--- src/verilog/meir_pkg.sv ---
// Register map, field positions and reset values of the motion event interrupt router
package meir_pkg;

  // ==========================================================================
  // Register file geometry
  localparam int MEIR_REG_COUNT = 5;
  localparam int MEIR_ADDR_W    = 7;
  localparam int MEIR_DATA_W    = 8;
  localparam int MEIR_MOTION_W  = 6;
  localparam int MEIR_SYSTEM_W  = 6;

  // ==========================================================================
  // Register offsets on the serial register port
  localparam logic [6:0] MEIR_OFS_PIN_A   = 7'h4d;
  localparam logic [6:0] MEIR_OFS_PIN_B   = 7'h4e;
  localparam logic [6:0] MEIR_OFS_SYS_IB  = 7'h4f;
  localparam logic [6:0] MEIR_OFS_ERR_IB  = 7'h50;
  localparam logic [6:0] MEIR_OFS_GEST_IB = 7'h51;

  // ==========================================================================
  // Register indices into the route array
  localparam int MEIR_IDX_PIN_A   = 0;
  localparam int MEIR_IDX_PIN_B   = 1;
  localparam int MEIR_IDX_SYS_IB  = 2;
  localparam int MEIR_IDX_ERR_IB  = 3;
  localparam int MEIR_IDX_GEST_IB = 4;

  // ==========================================================================
  // Reset value, writable bits and unmapped read answer
  localparam logic [7:0] MEIR_ROUTE_RESET = 8'h00;
  localparam logic [7:0] MEIR_MASK_MOTION = 8'h3f;
  localparam logic [7:0] MEIR_MASK_SYSTEM = 8'h3f;
  localparam logic [7:0] MEIR_MASK_ERROR  = 8'h9e;
  localparam logic [7:0] MEIR_READ_IDLE   = 8'h00;

  // ==========================================================================
  // Motion routing fields (pin A, pin B and gesture in-band registers)
  localparam int MEIR_BIT_STEP  = 5;
  localparam int MEIR_BIT_OVF   = 4;
  localparam int MEIR_BIT_TILT  = 3;
  localparam int MEIR_BIT_WAKE  = 2;
  localparam int MEIR_BIT_SLEEP = 1;
  localparam int MEIR_BIT_TAP   = 0;

  // System in-band routing fields
  localparam int MEIR_BIT_FRAME_SYNC     = 5;
  localparam int MEIR_BIT_PLL       = 4;
  localparam int MEIR_BIT_DRDY      = 3;
  localparam int MEIR_BIT_FIFO_LVL  = 2;
  localparam int MEIR_BIT_FIFO_FULL = 1;
  localparam int MEIR_BIT_GAIN      = 0;

  // Error and motion-wake in-band routing fields
  localparam int MEIR_BIT_BUS_ERR = 7;
  localparam int MEIR_BIT_SIG_MOT = 4;
  localparam int MEIR_BIT_WAKE_Z  = 3;
  localparam int MEIR_BIT_WAKE_Y  = 2;
  localparam int MEIR_BIT_WAKE_X  = 1;

  // ==========================================================================
  // Per-register tables, indexed by the indices above
  localparam logic [6:0] MEIR_OFFSETS [MEIR_REG_COUNT] = '{
    MEIR_OFS_PIN_A, MEIR_OFS_PIN_B, MEIR_OFS_SYS_IB, MEIR_OFS_ERR_IB, MEIR_OFS_GEST_IB
  };
  localparam logic [7:0] MEIR_WRITE_MASKS [MEIR_REG_COUNT] = '{
    MEIR_MASK_MOTION, MEIR_MASK_MOTION, MEIR_MASK_SYSTEM, MEIR_MASK_ERROR, MEIR_MASK_MOTION
  };

endpackage : meir_pkg

--- src/verilog/meir_route_reg.sv ---
// One byte-wide routing register with reserved bits held at zero
`timescale 1ns/1ps
module meir_route_reg
#(
  parameter logic [7:0] WRITE_MASK  = 8'hff,
  parameter logic [7:0] RESET_VALUE = 8'h00
)
(
  input  wire logic       clk_sys,
  input  wire logic       rst,
  input  wire logic       wrEn,
  input  wire logic [7:0] wrData,
  output logic      [7:0] value
);
  import meir_pkg::*;

  // ==========================================================================
  // Per-bit storage; reserved positions never hold state, so they read as zero
  genvar b;
  generate
    for (b = 0; b < MEIR_DATA_W; b++)
    begin : g_bit
      if (WRITE_MASK[b])
      begin : g_live
        logic bitQ;

        // One flop per live bit; the port bit stays a plain wire, so no bit mixes drivers
        always_ff @(posedge clk_sys or posedge rst)
        begin
          if (rst)
            bitQ <= RESET_VALUE[b];
          else if (wrEn)
            bitQ <= wrData[b];
        end

        assign value[b] = bitQ;
      end
      else
      begin : g_rsvd
        assign value[b] = 1'b0;
      end
    end
  endgenerate

endmodule : meir_route_reg

--- src/verilog/meir_router.sv ---
// Motion event interrupt router: routing registers, pin and in-band request gating
`timescale 1ns/1ps

module meir_router
(
  input  wire logic                            clk_sys,
  input  wire logic                            rst,
  input  wire logic                            regWrEn,
  input  wire logic                            regRdEn,
  input  wire logic [meir_pkg::MEIR_ADDR_W-1:0] regAddr,
  input  wire logic [meir_pkg::MEIR_DATA_W-1:0] regWrData,
  output logic      [meir_pkg::MEIR_DATA_W-1:0] regRdData,
  output logic                                 regRdValid,
  input  wire logic                            stepEvent,
  input  wire logic                            stepOverflowEvent,
  input  wire logic                            tiltEvent,
  input  wire logic                            wakeEvent,
  input  wire logic                            sleepEvent,
  input  wire logic                            tapEvent,
  input  wire logic                            frameSyncEvent,
  input  wire logic                            pllLockEvent,
  input  wire logic                            sampleReadyEvent,
  input  wire logic                            fifoLevelEvent,
  input  wire logic                            fifoFullEvent,
  input  wire logic                            gainReadyEvent,
  input  wire logic                            busErrorEvent,
  input  wire logic                            significantMotionEvent,
  input  wire logic                            motionWakeZEvent,
  input  wire logic                            motionWakeYEvent,
  input  wire logic                            motionWakeXEvent,
  output logic                                 irqPinA,
  output logic                                 irqPinB,
  output logic                                 inbandReq
);
  import meir_pkg::*;

  // ==========================================================================
  // Routing register file
  logic [MEIR_DATA_W-1:0]    route [MEIR_REG_COUNT];
  logic [MEIR_REG_COUNT-1:0] wrHit;

  // One instance per register; the write strobe is decoded per offset
  genvar r;
  generate
    for (r = 0; r < MEIR_REG_COUNT; r++)
    begin : g_reg
      assign wrHit[r] = regWrEn && (regAddr == MEIR_OFFSETS[r]);
      meir_route_reg
      #(
        .WRITE_MASK  (MEIR_WRITE_MASKS[r]),
        .RESET_VALUE (MEIR_ROUTE_RESET)
      )
      u_reg
      (
        .clk_sys (clk_sys),
        .rst     (rst),
        .wrEn    (wrHit[r]),
        .wrData  (regWrData),
        .value   (route[r])
      );
    end
  endgenerate

  // Read port: a read in the same cycle as a write returns the old value
  always_ff @(posedge clk_sys or posedge rst)
  begin
    if (rst)
      regRdData <= MEIR_READ_IDLE;
    else if (regRdEn)
    begin
      if (regAddr == MEIR_OFS_PIN_A)
        regRdData <= route[MEIR_IDX_PIN_A];
      else if (regAddr == MEIR_OFS_PIN_B)
        regRdData <= route[MEIR_IDX_PIN_B];
      else if (regAddr == MEIR_OFS_SYS_IB)
        regRdData <= route[MEIR_IDX_SYS_IB];
      else if (regAddr == MEIR_OFS_ERR_IB)
        regRdData <= route[MEIR_IDX_ERR_IB];
      else if (regAddr == MEIR_OFS_GEST_IB)
        regRdData <= route[MEIR_IDX_GEST_IB];
      else
        regRdData <= MEIR_READ_IDLE; // Other offsets belong to other blocks
    end
  end

  // Read data is valid the cycle after the strobe
  always_ff @(posedge clk_sys or posedge rst)
  begin
    if (rst)
      regRdValid <= 1'b0;
    else
      regRdValid <= regRdEn;
  end

  // ==========================================================================
  // Event gathering, laid out in the same bit order as the routing fields
  logic [MEIR_MOTION_W-1:0] motionVec;
  logic [MEIR_SYSTEM_W-1:0] systemVec;
  logic [MEIR_DATA_W-1:0]   errorVec;

  assign motionVec = {stepEvent, stepOverflowEvent, tiltEvent,
                      wakeEvent, sleepEvent, tapEvent};
  assign systemVec = {frameSyncEvent, pllLockEvent, sampleReadyEvent,
                      fifoLevelEvent, fifoFullEvent, gainReadyEvent};
  assign errorVec  = {busErrorEvent, 2'b00, significantMotionEvent,
                      motionWakeZEvent, motionWakeYEvent, motionWakeXEvent, 1'b0};

  // ==========================================================================
  // Gating per destination
  logic [MEIR_MOTION_W-1:0] gatePinA;
  logic [MEIR_MOTION_W-1:0] gatePinB;
  logic [MEIR_SYSTEM_W-1:0] gateSysIb;
  logic [MEIR_DATA_W-1:0]   gateErrIb;
  logic [MEIR_MOTION_W-1:0] gateGestIb;

  // Pin A motion gates
  assign gatePinA[MEIR_BIT_STEP]  = stepEvent && route[MEIR_IDX_PIN_A][MEIR_BIT_STEP];
  assign gatePinA[MEIR_BIT_OVF]   = stepOverflowEvent && route[MEIR_IDX_PIN_A][MEIR_BIT_OVF];
  assign gatePinA[MEIR_BIT_TILT]  = tiltEvent && route[MEIR_IDX_PIN_A][MEIR_BIT_TILT];
  assign gatePinA[MEIR_BIT_WAKE]  = wakeEvent && route[MEIR_IDX_PIN_A][MEIR_BIT_WAKE];
  assign gatePinA[MEIR_BIT_SLEEP] = sleepEvent && route[MEIR_IDX_PIN_A][MEIR_BIT_SLEEP];
  assign gatePinA[MEIR_BIT_TAP]   = tapEvent && route[MEIR_IDX_PIN_A][MEIR_BIT_TAP];

  // Pin B uses the same field layout, so one mask
  assign gatePinB = motionVec & route[MEIR_IDX_PIN_B][MEIR_MOTION_W-1:0];

  // System in-band gates
  assign gateSysIb[MEIR_BIT_FRAME_SYNC]     =
    frameSyncEvent && route[MEIR_IDX_SYS_IB][MEIR_BIT_FRAME_SYNC];
  assign gateSysIb[MEIR_BIT_PLL]       =
    pllLockEvent && route[MEIR_IDX_SYS_IB][MEIR_BIT_PLL];
  assign gateSysIb[MEIR_BIT_DRDY]      =
    sampleReadyEvent && route[MEIR_IDX_SYS_IB][MEIR_BIT_DRDY];
  assign gateSysIb[MEIR_BIT_FIFO_LVL]  =
    fifoLevelEvent && route[MEIR_IDX_SYS_IB][MEIR_BIT_FIFO_LVL];
  assign gateSysIb[MEIR_BIT_FIFO_FULL] =
    fifoFullEvent && route[MEIR_IDX_SYS_IB][MEIR_BIT_FIFO_FULL];
  assign gateSysIb[MEIR_BIT_GAIN]      =
    gainReadyEvent && route[MEIR_IDX_SYS_IB][MEIR_BIT_GAIN];

  // Error in-band gates; reserved register bits are zero so their lanes stay quiet
  assign gateErrIb = errorVec & route[MEIR_IDX_ERR_IB];

  // Gesture in-band gates
  assign gateGestIb = motionVec & route[MEIR_IDX_GEST_IB][MEIR_MOTION_W-1:0];

  // ==========================================================================
  // Output stage: registered so the pins never glitch while enables change
  always_ff @(posedge clk_sys or posedge rst)
  begin
    if (rst)
    begin
      irqPinA   <= 1'b0;
      irqPinB   <= 1'b0;
      inbandReq <= 1'b0;
    end
    else
    begin
      irqPinA   <= |gatePinA;
      irqPinB   <= |gatePinB;
      inbandReq <= (|gateSysIb) || (|gateErrIb) || (|gateGestIb);
    end
  end
endmodule : meir_router

--- config.mk ---
export PLATFORM = sky130hd
export DESIGN_NAME = meir_router
export DESIGN_NICKNAME = d
export VERILOG_FILES = /design/src/verilog/meir_pkg.sv /design/src/verilog/meir_route_reg.sv /design/src/verilog/meir_router.sv
export SDC_FILE = /design/constraint.sdc
export NUM_CORES = 1
export LEC_CHECK = 0
export BUFFER_PORTS_ARGS = -buffer_cell sky130_fd_sc_hd__buf_2
export CELL_PAD_IN_SITES_DETAIL_PLACEMENT = 2
export CELL_PAD_IN_SITES_GLOBAL_PLACEMENT = 2
export CORE_UTILIZATION = 30
export CTS_CLUSTER_SIZE = 8
export DETAILED_ROUTE_END_ITERATION = 16
export PLACE_DENSITY = 0.82
export SLEW_MARGIN = 20
export SYNTH_ARGS = -nofsm -noshare
export SYNTH_HDL_FRONTEND = slang
export SYNTH_SLANG_ARGS = --single-unit
export TNS_END_PERCENT = 1
--- constraint.sdc ---
create_clock -name clk_sys -period 1.18 [get_ports clk_sys]
set_input_delay 0.177 -clock clk_sys [delete_from_list [all_inputs] [get_ports clk_sys]]
set_output_delay 0.177 -clock clk_sys [all_outputs]
set_load 0.005 [all_outputs]
Yosys cells after proc, flatten, opt, wreduce, memory -nomap -nowiden
Index checks and enable logic that the tools add are counted.
{ "word_totals": {"romBits": 0, "mem_bits_rw": 0, "latchBits": 0, "output_inout_bits": 12, "input_bits": 36, "mem_count": 0, "reg_bits": 41, "word_cells": 71} }
{ "op_classes": {"bitwise_logic": 3, "multipliers": 0, "reduce_logical": 24, "div": 0, "n_shift": 0, "n_eq_ne": 5, "n_lt_le_gt_ge": 0, "n_mux": 5, "addsub": 0} }
{ "op_table": {"columns": ["op", "n"], "rows": [
  ["== test 7 bit, second input constant", 5],
  ["two-way mux 8 bit", 4],
  ["OR reduction 6 bit", 4],
  ["logical AND 1 bit", 17],
  ["AND 6 bit", 2],
  ["AND 8 bit", 1],
  ["OR reduction 8 bit", 1],
  ["two-way mux 6 bit", 1],
  ["logical OR 1 bit", 2]
]} }

Logic depth before layout (Yosys ltp)
Gate-level depths: netlist (run 1).
{ "depth": {"ltp_word": 6, "depth_mapped": 5, "ltp_nobuf": 4} }

Cells and area by module
Synthesis (run 1) repeated with hierarchy kept, for this count alone.
{ "hier_totals": {"cells_unflattened": 212, "hier_area_um2": 2491.1} }
{ "modules_own_cells": {"columns": ["module", "area_per_inst_um2", "seq_area_each_um2", "cells_each", "n_inst"], "rows": [
  ["meir_route_reg (g_reg[0].u_reg ...)", 319.1, 150.1, 23, 4],
  ["meir_router", 965.9, 300.3, 100, 1],
  ["meir_route_reg (g_reg[3].u_reg)", 249.0, 125.1, 20, 1]
]} }

Worst setup path after synthesis (run 1)
OpenSTA, ideal clock, no wires.
{ "synth_timing": {"kind": "in2reg", "from": "in regAddr[3] (netlist name)", "to": "reg g_reg[3].u_reg.g_bit[1].g_live.bitQ", "arrival_time_ns": 1.281, "setup_time_ns": 0.128, "path_buffers": 0, "path_stages": 4, "required_time_ns": 1.052, "setup_slack_ns": -0.228, "path_cell_list": "or3b_4 > nor4_4 > nand2_2 > mux2_1"} }
{ "synth_between": {"elab_chain_cells": 2} }
{ "synth_rtl": {"columns": ["element", "line_no", "source"], "rows": [
  ["from (decl)", "meir_router.sv:10", "input wire logic [meir_pkg::MEIR_ADDR_W-1:0] regAddr,"],
  ["== test 7 bit", "meir_router.sv:47", "assign wrHit[r] = regWrEn && (regAddr == MEIR_OFFSETS[r]);"],
  ["logical AND 1 bit", "meir_router.sv:47", null],
  ["to (signal assigned)", "meir_route_reg.sv:31", "bitQ <= RESET_VALUE[b];"],
  ["to (signal assigned)", "meir_route_reg.sv:33", "bitQ <= wrData[b];"],
  ["to (decl)", "meir_route_reg.sv:25", "logic bitQ;"]
]} }
Every way passes these cells.
A chain may end at the register's enable or synchronous reset.

Final worst setup path (run 1)
{ "layout_timing": {"from": "in regAddr[3] (netlist name)", "to": "reg g_reg[3].u_reg.g_bit[2].g_live.bitQ"} }
{ "layout_between": {"elab_chain_cells": 2} }
{ "layout_rtl": {"columns": ["element", "line_no"], "rows": [
  ["== test 7 bit", "meir_router.sv:47"],
  ["logical AND 1 bit", "meir_router.sv:47"],
  ["to (signal assigned)", "meir_route_reg.sv:31"],
  ["to (signal assigned)", "meir_route_reg.sv:33"],
  ["to (decl)", "meir_route_reg.sv:25"]
]} }
Every way passes these cells.

==> results of run 1 <==
## what timing repair did
| item | 4_1_cts | 5_1_grt |
|---|---|---|
| pin swaps | 4 | 2 |
| hold endpoints to repair | 40 | 0 |
| setup buffers | 1 | 0 |
| hold buffers | 1 | 0 |
| endpoints found under the setup margin | 17 | 24 |
| gates resized for setup | 4 | 4 |
## path summary, 6_finish.rpt
kind	from	endpoint	slack, ns	cells past startpoint
worst max-delay path	regAddr[3]	g_reg[3].u_reg.g_bit[2].g_live.bitQ	-0.12	5
worst min-delay path	regWrData[7]	g_reg[3].u_reg.g_bit[7].g_live.bitQ	0.12	2
worst max register to register	g_reg[4].u_reg.g_bit[1].g_live.bitQ	inbandReq	-0.12	4
worst min register to register	regRdData[0]	regRdData[0]	0.53	2
max in group asynchronous	rst	g_reg[4].u_reg.g_bit[3].g_live.bitQ	0.50	4
min in group asynchronous	rst	g_reg[0].u_reg.g_bit[0].g_live.bitQ	0.47	4
## power by group through the flow
stage,sequential (mW),combinational [mW],clock [mW]
2_1_floorplan,1.59,0.249,0
3_3_place_gp,1.60,0.522,0
3_5_place_dp,1.61,0.548,0
4_1_cts,1.59,0.573,1.17
5_1_grt,1.61,0.613,1.20
6_report,1.59,0.571,1.13
## cell usage in the layout (no fill, tap or decap), types with 2 or more instances in the layout
cell,count
and4b_1,2
a21oi_1,2
o22ai_1,3
a22oi_1,13
a221oi_2,2
nor2b_1,2
o21a_1,4
nand2_1,6
buf_2,44
clkbuf_8,5
a22oi_2,3
inv_1,3
o21ai_0,5
a22o_1,3
a2bb2oi_1,3
dfrtp_1,40
a221oi_1,3
nor2_1,7
mux2_2,26
nand3_1,6
and3_1,2
buf_4,33
mux2_1,5
## worst max-delay path: stages
cell     delay (ns)
buf_2          0.11
or3b_4         0.43
nor4_4         0.24
nand2_2        0.17
mux2_1         0.35
## through the flow
stage	area (µm²)	util, %
after CTS	2660	42.1
after detailed placement	2500	39.6
final	2670	42.3
after global routing	2670	42.3
after global placement	2500	39.6
after floorplan	1960	-
## registers in the layout, summed over array words and instances, names as in the netlist
register and flops:
irqPinA 1, regRdData 7, regRdValid 1, g.u_reg.g_bit.g_live.bitQ 29
inbandReq 1, irqPinB 1
## cells by family (layout without fill, tap and decap cells)
family | count (synthesis) | in the layout | share of synthesized area, %
AO/OA/AOI/OAI | 44 | 44 | 16.7
flip-flops | 40 | 40 | 51.1
AND/OR/NAND/NOR | 36 | 36 | 12.0
multiplexers | 31 | 31 | 17.8
buffers and inverters | 10 | 90 | 2.23
other | 1 | 1 | 0.191
## layout make-up
type / count / share of cell area (%)
clock buffers: 5 / 2.57
clock inverters: 3 / 1.59
inverters: 3 / 0.421
multi-input cells: 112 / 35.7
flip-flops and latches: 40 / 37.5
well taps: 77 / 3.60
repair buffers: 79 / 18.6
## layer usage
| metal | GRT usage (%) | part of all wire, % | vias to the layer above |
|---|---|---|---|
| li1 | - | - | 773 |
| met1 | 25.3 | 42 | 880 |
| met2 | 37.6 | 51 | 51 |
| met3 | 3.88 | 3.9 | 13 |
| met4 | 7.99 | 2.7 | 0 |
| met5 | 0 | 0 | - |
==> flow_metrics.tcl, run 1 <==
set metrics [dict create \
    outcome "finished with violations" \
    violations "negative setup slack" \
    endpoint_kind "register" \
    wl_mm 6.85 \
    wire_per_inst_um 21.5 \
    grt_pass1_vias 1999 \
    p_leak_nw 1.31 \
    synthMostInstantiatedCell "dfrtp_1" \
    clock_power_share_pct 34.3 \
    firstDrtPassIters 4 \
    timing.hold.ws_ns 0.120 \
    swShare_pct 26.7 \
    synth-main-ff-cell "dfrtp_1" \
    die_h_um 82.8 \
    cts_num_sinks 40 \
    drtIter0Drc 110 \
    rsz0062_at_grt "true" \
    drive_above_1_share_pct 51.7 \
    combPwrFrac_pct 17.4 \
    clockBufferDepth 2 \
    synth_commonest_cells "dfrtp_1, mux2_2, a22oi_1" \
    place_inst 309 \
    synthCells 162 \
    multiInputGateArea_um2 955 \
    clk_pin_slew_worst_paths_ns 0.08 \
    num-fill-cells 681 \
    finClkSkew_ns 0.00681 \
    grt_start_max_net_pins 41 \
    io_buffers 45 \
    hold_viol 0 \
    fin_ws_ns -0.123 \
    cts_tree "yes" \
    p_sw_mw 0.878 \
    ys_ff_latch 40 \
    fmax_mhz 768 \
    drc 0 \
    rows 29 \
    antenna_found_initial 0 \
    required_ns 1.36 \
    netlist_area_um2 1960 \
    synthTopCellsByArea "dfrtp_1, mux2_2, a22oi_1" \
    htreeDepth 2 \
    synth-edff-count 0 \
    finalPower_mw 3.29 \
    synth-warning-count 0 \
    vias 1717 \
    cp_max_fo 5 \
    start_kind "input pin" \
    seqCellArea_um2 1000 \
    intPower_mw 2.41 \
    coreArea_um2 6310 \
    die_w_um 82.8 \
    grt_pass1_wl_mm 11.0 \
    syn_nets 198 \
    power.density_nw_per_um2 1230 \
    ant_nets 0 \
    ys_seq_area_share_pct 51.1 \
    numCtsBuffers 5 \
    nets 277 \
    dieArea_um2 6860 \
    maxCapViolCount 0 \
    antenna_cells 0 \
    grt_use_total_pct 21.1 \
    yosys.area.top_type "dfrtp_1" \
    fin_crit_ns 1.30 \
    vdd_ir_drop_max_mv 0.567 \
    vias_per_cell 5.38 \
    setup_viol_count_final 10 \
    fin_setup_tns_ns -0.811 \
    critical_path_class "in2reg" \
    crit_arrival_ns 1.48 \
    period_share_pct 110 \
    cts_root_buf "clkbuf_8" \
    grt-ovfl-total 0 \
    layout.cells.non_filler 319 \
    io_pins 48 \
    async_reset_ff_share_pct 100 \
    slew_violations 0 \
    dp_slack_ns -0.406 \
    synth_cell_types 35 \
    syn_to_final_growth_pct 36.3 \
    power.share.sequential_pct 48.3 \
    hold_class "in2reg" \
    synth_top_area_share_pct 51.1 \
    clk_latency_ns 0.30 \
    place.gp.congestion 0.814 \
    hpwl_mm 5.38 \
    synth_area_per_cell_um2 12.1 \
    initial_core_util_pct 31.1 \
]
(Power assumes the default switching activity.)
==> inputs of run 2 (changes only) <==
--- a/config.mk
+++ b/config.mk
@@ -8,10 +8,10 @@
 export BUFFER_PORTS_ARGS = -buffer_cell sky130_fd_sc_hd__buf_2
 export CELL_PAD_IN_SITES_DETAIL_PLACEMENT = 2
 export CELL_PAD_IN_SITES_GLOBAL_PLACEMENT = 2
-export CORE_UTILIZATION = 30
+export CORE_UTILIZATION = 31
 export CTS_CLUSTER_SIZE = 8
 export DETAILED_ROUTE_END_ITERATION = 16
-export PLACE_DENSITY = 0.82
+export PLACE_DENSITY = 0.84
 export SLEW_MARGIN = 20
 export SYNTH_ARGS = -nofsm -noshare
 export SYNTH_HDL_FRONTEND = slang
==> flow_metrics.tcl, run 2 (synthesized netlist as in run 1, its figures left out) <==
set metrics [dict create \
    outcome "finished with violations" \
    violations "negative setup slack" \
    r2r-end "inbandReq" \
    reg2reg_depth 4 \
    final_cell_area_um2 2620 \
    p_sw_mw 0.851 \
    power.density_nw_per_um2 1240 \
    wl_mm 6.70 \
    fmax_mhz 748 \
    layout.cells.non_filler 308 \
    grt_use_total_pct 21.9 \
    period_share_pct 113 \
    clock_power_share_pct 34.3 \
    htreeDepth 2 \
    clk_pin_slew_worst_paths_ns 0.07 \
    layout_commonest_cell "buf_2" \
    power.share.sequential_pct 49.2 \
    place.gp.congestion 0.803 \
    hold_viol 0 \
    setup_viol_count_final 16 \
    fin_setup_tns_ns -1.00 \
    numCtsBuffers 5 \
    critical_path_class "in2reg" \
    p_leak_nw 1.28 \
    maxUsedRoutingLayer "met4" \
    rsz0062_at_grt "true" \
    crit_path_max_incr_delay_ns 0.44 \
    initial_core_util_pct 32.5 \
    crit_path_cell_trace "buf_2 -> or3b_4 -> nor4_4 -> nand2_2 -> mux2_1" \
    clockBufferDepth 2 \
    post_cts_buffers 0 \
    fin_ws_ns -0.157 \
    drt-met1-wl_mm 2.77 \
    maxCapViolCount 0 \
    slew_violations 0 \
    hpwl_mm 5.14 \
    die_w_um 81.5 \
    largest_reg_flops 29 \
    required_ns 1.36 \
    place_inst 299 \
    wire_per_inst_um 21.8 \
    vdd_ir_drop_max_mv 0.483 \
    drc 0 \
    antenna_cells 0 \
    cp_max_fo 5 \
    grt_pass1_vias 1832 \
    vias 1687 \
    endpoint_kind "register" \
    post-route-util_pct 43.5 \
    r2r-start "g_reg[4].u_reg.g_bit[1].g_live.bitQ" \
    layout_common_cells "buf_2, dfrtp_1, mux2_2" \
    whs_path_depth 2 \
    grt-ovfl-total 0 \
    swShare_pct 26.2 \
    holdPathEnd "g_reg[3].u_reg.g_bit[7].g_live.bitQ" \
    cts_num_sinks 40 \
    drive_above_1_share_pct 49.8 \
    worstHoldStart "regWrData[7]" \
    dieArea_um2 6650 \
    drtIter0Drc 90 \
    coreArea_um2 6030 \
    die_h_um 81.5 \
    grt_pass1_wl_mm 10.1 \
    crit_arrival_ns 1.52 \
    ant_nets 0 \
    clk_latency_ns 0.30 \
    antenna_found_initial 0 \
    fin_crit_ns 1.34 \
    vias_per_cell 5.48 \
    met3WireLength_um 276 \
    combPwrFrac_pct 16.4 \
    dr_wl_met2_mm 3.40 \
    io_buffers 45 \
    finClkSkew_ns 0.00326 \
    syn_to_final_growth_pct 33.6 \
    io_pins 48 \
    top_register "g.u_reg.g_bit.g_live.bitQ" \
    rows 28 \
    start_kind "input pin" \
    grt_start_max_net_pins 41 \
    reg.largest.list "g.u_reg.g_bit.g_live.bitQ x29, regRdData x7" \
    cts_tree "yes" \
    nets 268 \
    crit_slowest_cell "or3b_4" \
    firstDrtPassIters 4 \
    hold_class "in2reg" \
    worst-r2r-setup-slack_ns -0.12 \
    dpl-instance-area_um2 2450 \
    intPower_mw 2.40 \
    cts_root_buf "clkbuf_8" \
]
==> run 2: routing by layer <==
| layer | track usage (%) | vias up |
|---|---|---|
| li1 | - | 761 |
| met1 | 25.7 | 860 |
| met2 | 36.9 | 47 |
| met3 | 5.56 | 19 |
| met4 | 11.3 | 0 |
| met5 | 0 | - |
==> run 2: how the worst max path moves through the flow <==
stage,end,cells after the start,from,slack [ns]
after floorplan,g_reg[3].u_reg.g_bit[1].g_live.bitQ,4,regAddr[3],-0.23
after global placement,g_reg[3].u_reg.g_bit[2].g_live.bitQ,5,regAddr[3],-0.31
after detailed placement,g_reg[3].u_reg.g_bit[2].g_live.bitQ,5,regAddr[3],-0.39
after CTS,g_reg[3].u_reg.g_bit[2].g_live.bitQ,5,regAddr[3],-0.14
after global routing,g_reg[3].u_reg.g_bit[1].g_live.bitQ,5,regAddr[3],-0.20
final,g_reg[3].u_reg.g_bit[2].g_live.bitQ,5,regAddr[3],-0.16
==> run 2: final cells by class <==
type                    instances  area, µm²
clock buffers                   6       72.6
clock inverters                 2       35.0
fillers                       639       3410
inverters                       3       11.3
multi-input cells             112        962
flip-flops and latches         40       1000
well taps                      75       93.8
repair buffers                 70        444
==> run 2: power by group through the flow <==
stage                     clock network (mW)  registers, mW  logic (mW)
final                                   1.11           1.60       0.533
after floorplan                            0           1.59       0.249
after global placement                     0           1.61       0.493
after detailed placement                   0           1.62       0.519
after CTS                               1.16           1.60       0.531
after global routing                    1.18           1.61       0.575
==> run 2: worst max-delay path: cells and delay by family <==
family	cells	cell delay, ns
buf+inv	1	0.11
simple gates	3	0.88
mux	1	0.36
==> run 2: metrics by stage <==
| stage | hold WS [ns] | total power, mW | setup slack (ns) |
|---|---|---|---|
| after global placement | 0.246 | 2.10 | -0.306 |
| final | 0.131 | 3.25 | -0.157 |
| after detailed placement | 0.251 | 2.14 | -0.392 |
| after floorplan | 0.208 | 1.84 | -0.228 |
| after CTS | 0.114 | 3.28 | -0.141 |
| after global routing | 0.124 | 3.37 | -0.203 |
==> run 2: what timing repair did <==
item / in CTS / in global routing
endpoints found under the setup margin: 18 / 22
resized for setup: 5 / 6
hold buffers: 1 / 0
pin swaps: 3 / 3
hold endpoints to repair: 40 / 0
==> inputs of run 3 (changes only) <==
--- a/config.mk
+++ b/config.mk
@@ -5,13 +5,14 @@
 export SDC_FILE = /design/constraint.sdc
 export NUM_CORES = 1
 export LEC_CHECK = 0
-export BUFFER_PORTS_ARGS = -buffer_cell sky130_fd_sc_hd__buf_2
 export CELL_PAD_IN_SITES_DETAIL_PLACEMENT = 2
 export CELL_PAD_IN_SITES_GLOBAL_PLACEMENT = 2
-export CORE_UTILIZATION = 31
+export CORE_MARGIN = 3
+export CORE_UTILIZATION = 36
 export CTS_CLUSTER_SIZE = 8
 export DETAILED_ROUTE_END_ITERATION = 16
-export PLACE_DENSITY = 0.84
+export DONT_BUFFER_PORTS = 1
+export PLACE_DENSITY = 0.82
 export SLEW_MARGIN = 20
 export SYNTH_ARGS = -nofsm -noshare
 export SYNTH_HDL_FRONTEND = slang
==> flow_metrics.tcl, run 3 (synthesized netlist as in run 1, its figures left out) <==
set metrics [dict create \
    crit_path_cell_trace "a22oi_2 -> nand2_1 -> a221oi_2 -> nand3_4" \
    dieArea_um2 6370 \
    layout.cells.non_filler 259 \
    setup_viol_count_final 3 \
    htreeDepth 2 \
    grt_pass1_wl_mm 10.9 \
    fmax_mhz 794 \
    final_cell_area_um2 2380 \
    syn_to_final_growth_pct 21.6 \
    post-route-util_pct 46.1 \
    vias_per_cell 5.99 \
    crit_slowest_cell "dfrtp_1" \
    timing.hold.ws_ns 0.00904 \
    cp.depth 4 \
    seqCellArea_um2 1000 \
    outcome "finished with violations" \
    dpl-instance-area_um2 2170 \
    grt_use_total_pct 23.8 \
    ant_nets 0 \
    vdd_ir_drop_max_mv 0.611 \
    p_leak_nw 1.08 \
    period_share_pct 107 \
    required_ns 1.34 \
    drtIter0Drc 138 \
    endpoint_kind "register" \
    clockBufferDepth 2 \
    drc 0 \
    cts_root_buf "clkbuf_8" \
    cp_num_buf_inv 0 \
    grt_pass1_vias 1788 \
    layout_common_cells "dfrtp_1, mux2_2, buf_4" \
    crit_family "compound AO/OA/AOI/OAI gates" \
    place_inst 245 \
    io_buffers 0 \
    die_w_um 79.8 \
    hold_class "in2reg" \
    finClkSkew_ns 0.00672 \
    initial_core_util_pct 37.9 \
    numCtsBuffers 5 \
    critical_path_class "reg2reg" \
    clk_pin_slew_worst_paths_ns 0.09 \
    hold_viol 0 \
    wl_mm 7.03 \
    grt_start_max_net_pins 22 \
    fin_crit_ns 1.26 \
    reg2reg_depth 4 \
    coreArea_um2 5170 \
    violations "negative setup slack" \
    cts_tree "yes" \
    antenna_found_initial 0 \
    nets 224 \
    slew_violations 0 \
    crit_arrival_ns 1.42 \
    power.density_nw_per_um2 1260 \
    start_kind "register" \
    die_h_um 79.8 \
    wire_per_inst_um 27.1 \
    antenna_cells 0 \
    grt-ovfl-total 0 \
    dp_slack_ns -0.260 \
    cts_num_sinks 40 \
    firstDrtPassIters 4 \
    cp_max_fo 2 \
    fin_ws_ns -0.0799 \
    relSlewSlack_pct 64.8 \
    top_register "g.u_reg.g_bit.g_live.bitQ" \
    io_pins 48 \
    hpwl_mm 5.22 \
    maxCapViolCount 0 \
    crit_path_max_incr_delay_ns 0.41 \
    drive_above_1_share_pct 38.1 \
    whs_path_depth 1 \
    vias 1551 \
    place.gp.congestion 0.890 \
    layout_commonest_cell "dfrtp_1" \
    clk_latency_ns 0.31 \
    rows 26 \
    num-fill-cells 520 \
    rsz0062_at_grt "true" \
    reg.largest.list "g.u_reg.g_bit.g_live.bitQ x29, regRdData x7" \
    multiInputGateArea_um2 986 \
    tightest_slew_ns 0.529 \
    largest_reg_flops 29 \
]
-- run 3: cell type report --
cell class | instances | share of cell area (%)
inverter | 3 | 0.472
clock buffer | 5 | 2.89
clock inverter | 3 | 0.892
multi-input combinational | 112 | 41.4
sequential | 40 | 42.0
tap | 70 | 3.67
timing repair buffer | 26 | 8.71
-- run 3: path summary, 6_finish.rpt --
check / startpoint / end / slack, ns
worst min register to register: regRdData[7] / regRdData[7] / 0.56
min in group asynchronous: rst / regRdValid / 0.38
worst min-delay path: regWrData[3] / g_reg[3].u_reg.g_bit[3].g_live.bitQ / 0.009
worst max register to register: g_reg[2].u_reg.g_bit[1].g_live.bitQ / inbandReq / -0.08
worst max-delay path: g_reg[2].u_reg.g_bit[1].g_live.bitQ / inbandReq / -0.08
max in group asynchronous: rst / g_reg[3].u_reg.g_bit[4].g_live.bitQ / 0.57
-- run 3: worst register-to-register path: cells and delay by family (launching register included) --
kind | cells | cell delay (ns)
compound gates | 2 | 0.50
simple gates | 2 | 0.20
flops | 1 | 0.41
-- run 3: stage by stage --
step / power (mW) / setup TNS, ns
final: 3.00 / -0.141
after global routing: 3.15 / -0.378
after CTS: 3.01 / -0.230
after detailed placement: 1.99 / -5.74
after global placement: 1.94 / -3.54
after floorplan: 1.84 / -4.66
-- run 3: routing by layer --
| layer | GRT usage [%] | share of wire [%] | vias up |
|---|---|---|---|
| met5 | 0 | 0 | - |
| met4 | 8.78 | 2.0 | 0 |
| met3 | 7.22 | 6.0 | 10 |
| met2 | 41.6 | 52 | 63 |
| met1 | 27.3 | 40 | 808 |
| li1 | - | - | 670 |
-- run 3: power breakdown --
group	switching [mW]	internal (mW)	total [mW]
clock	0.540	0.420	0.959
sequential	0.123	1.49	1.62
combinational	0.193	0.233	0.426
total	0.856	2.15	3.00
-- run 3: repair_timing --
| item | CTS | global route |
|---|---|---|
| endpoints found under the hold margin | 45 | 3 |
| pin swaps | 3 | 0 |
| hold buffers | 3 | 2 |
| buffers inserted | 1 | 0 |
| setup endpoints to repair | 5 | 4 |
| gates resized for setup | 9 | 5 |
| cloned | 0 | 0 |
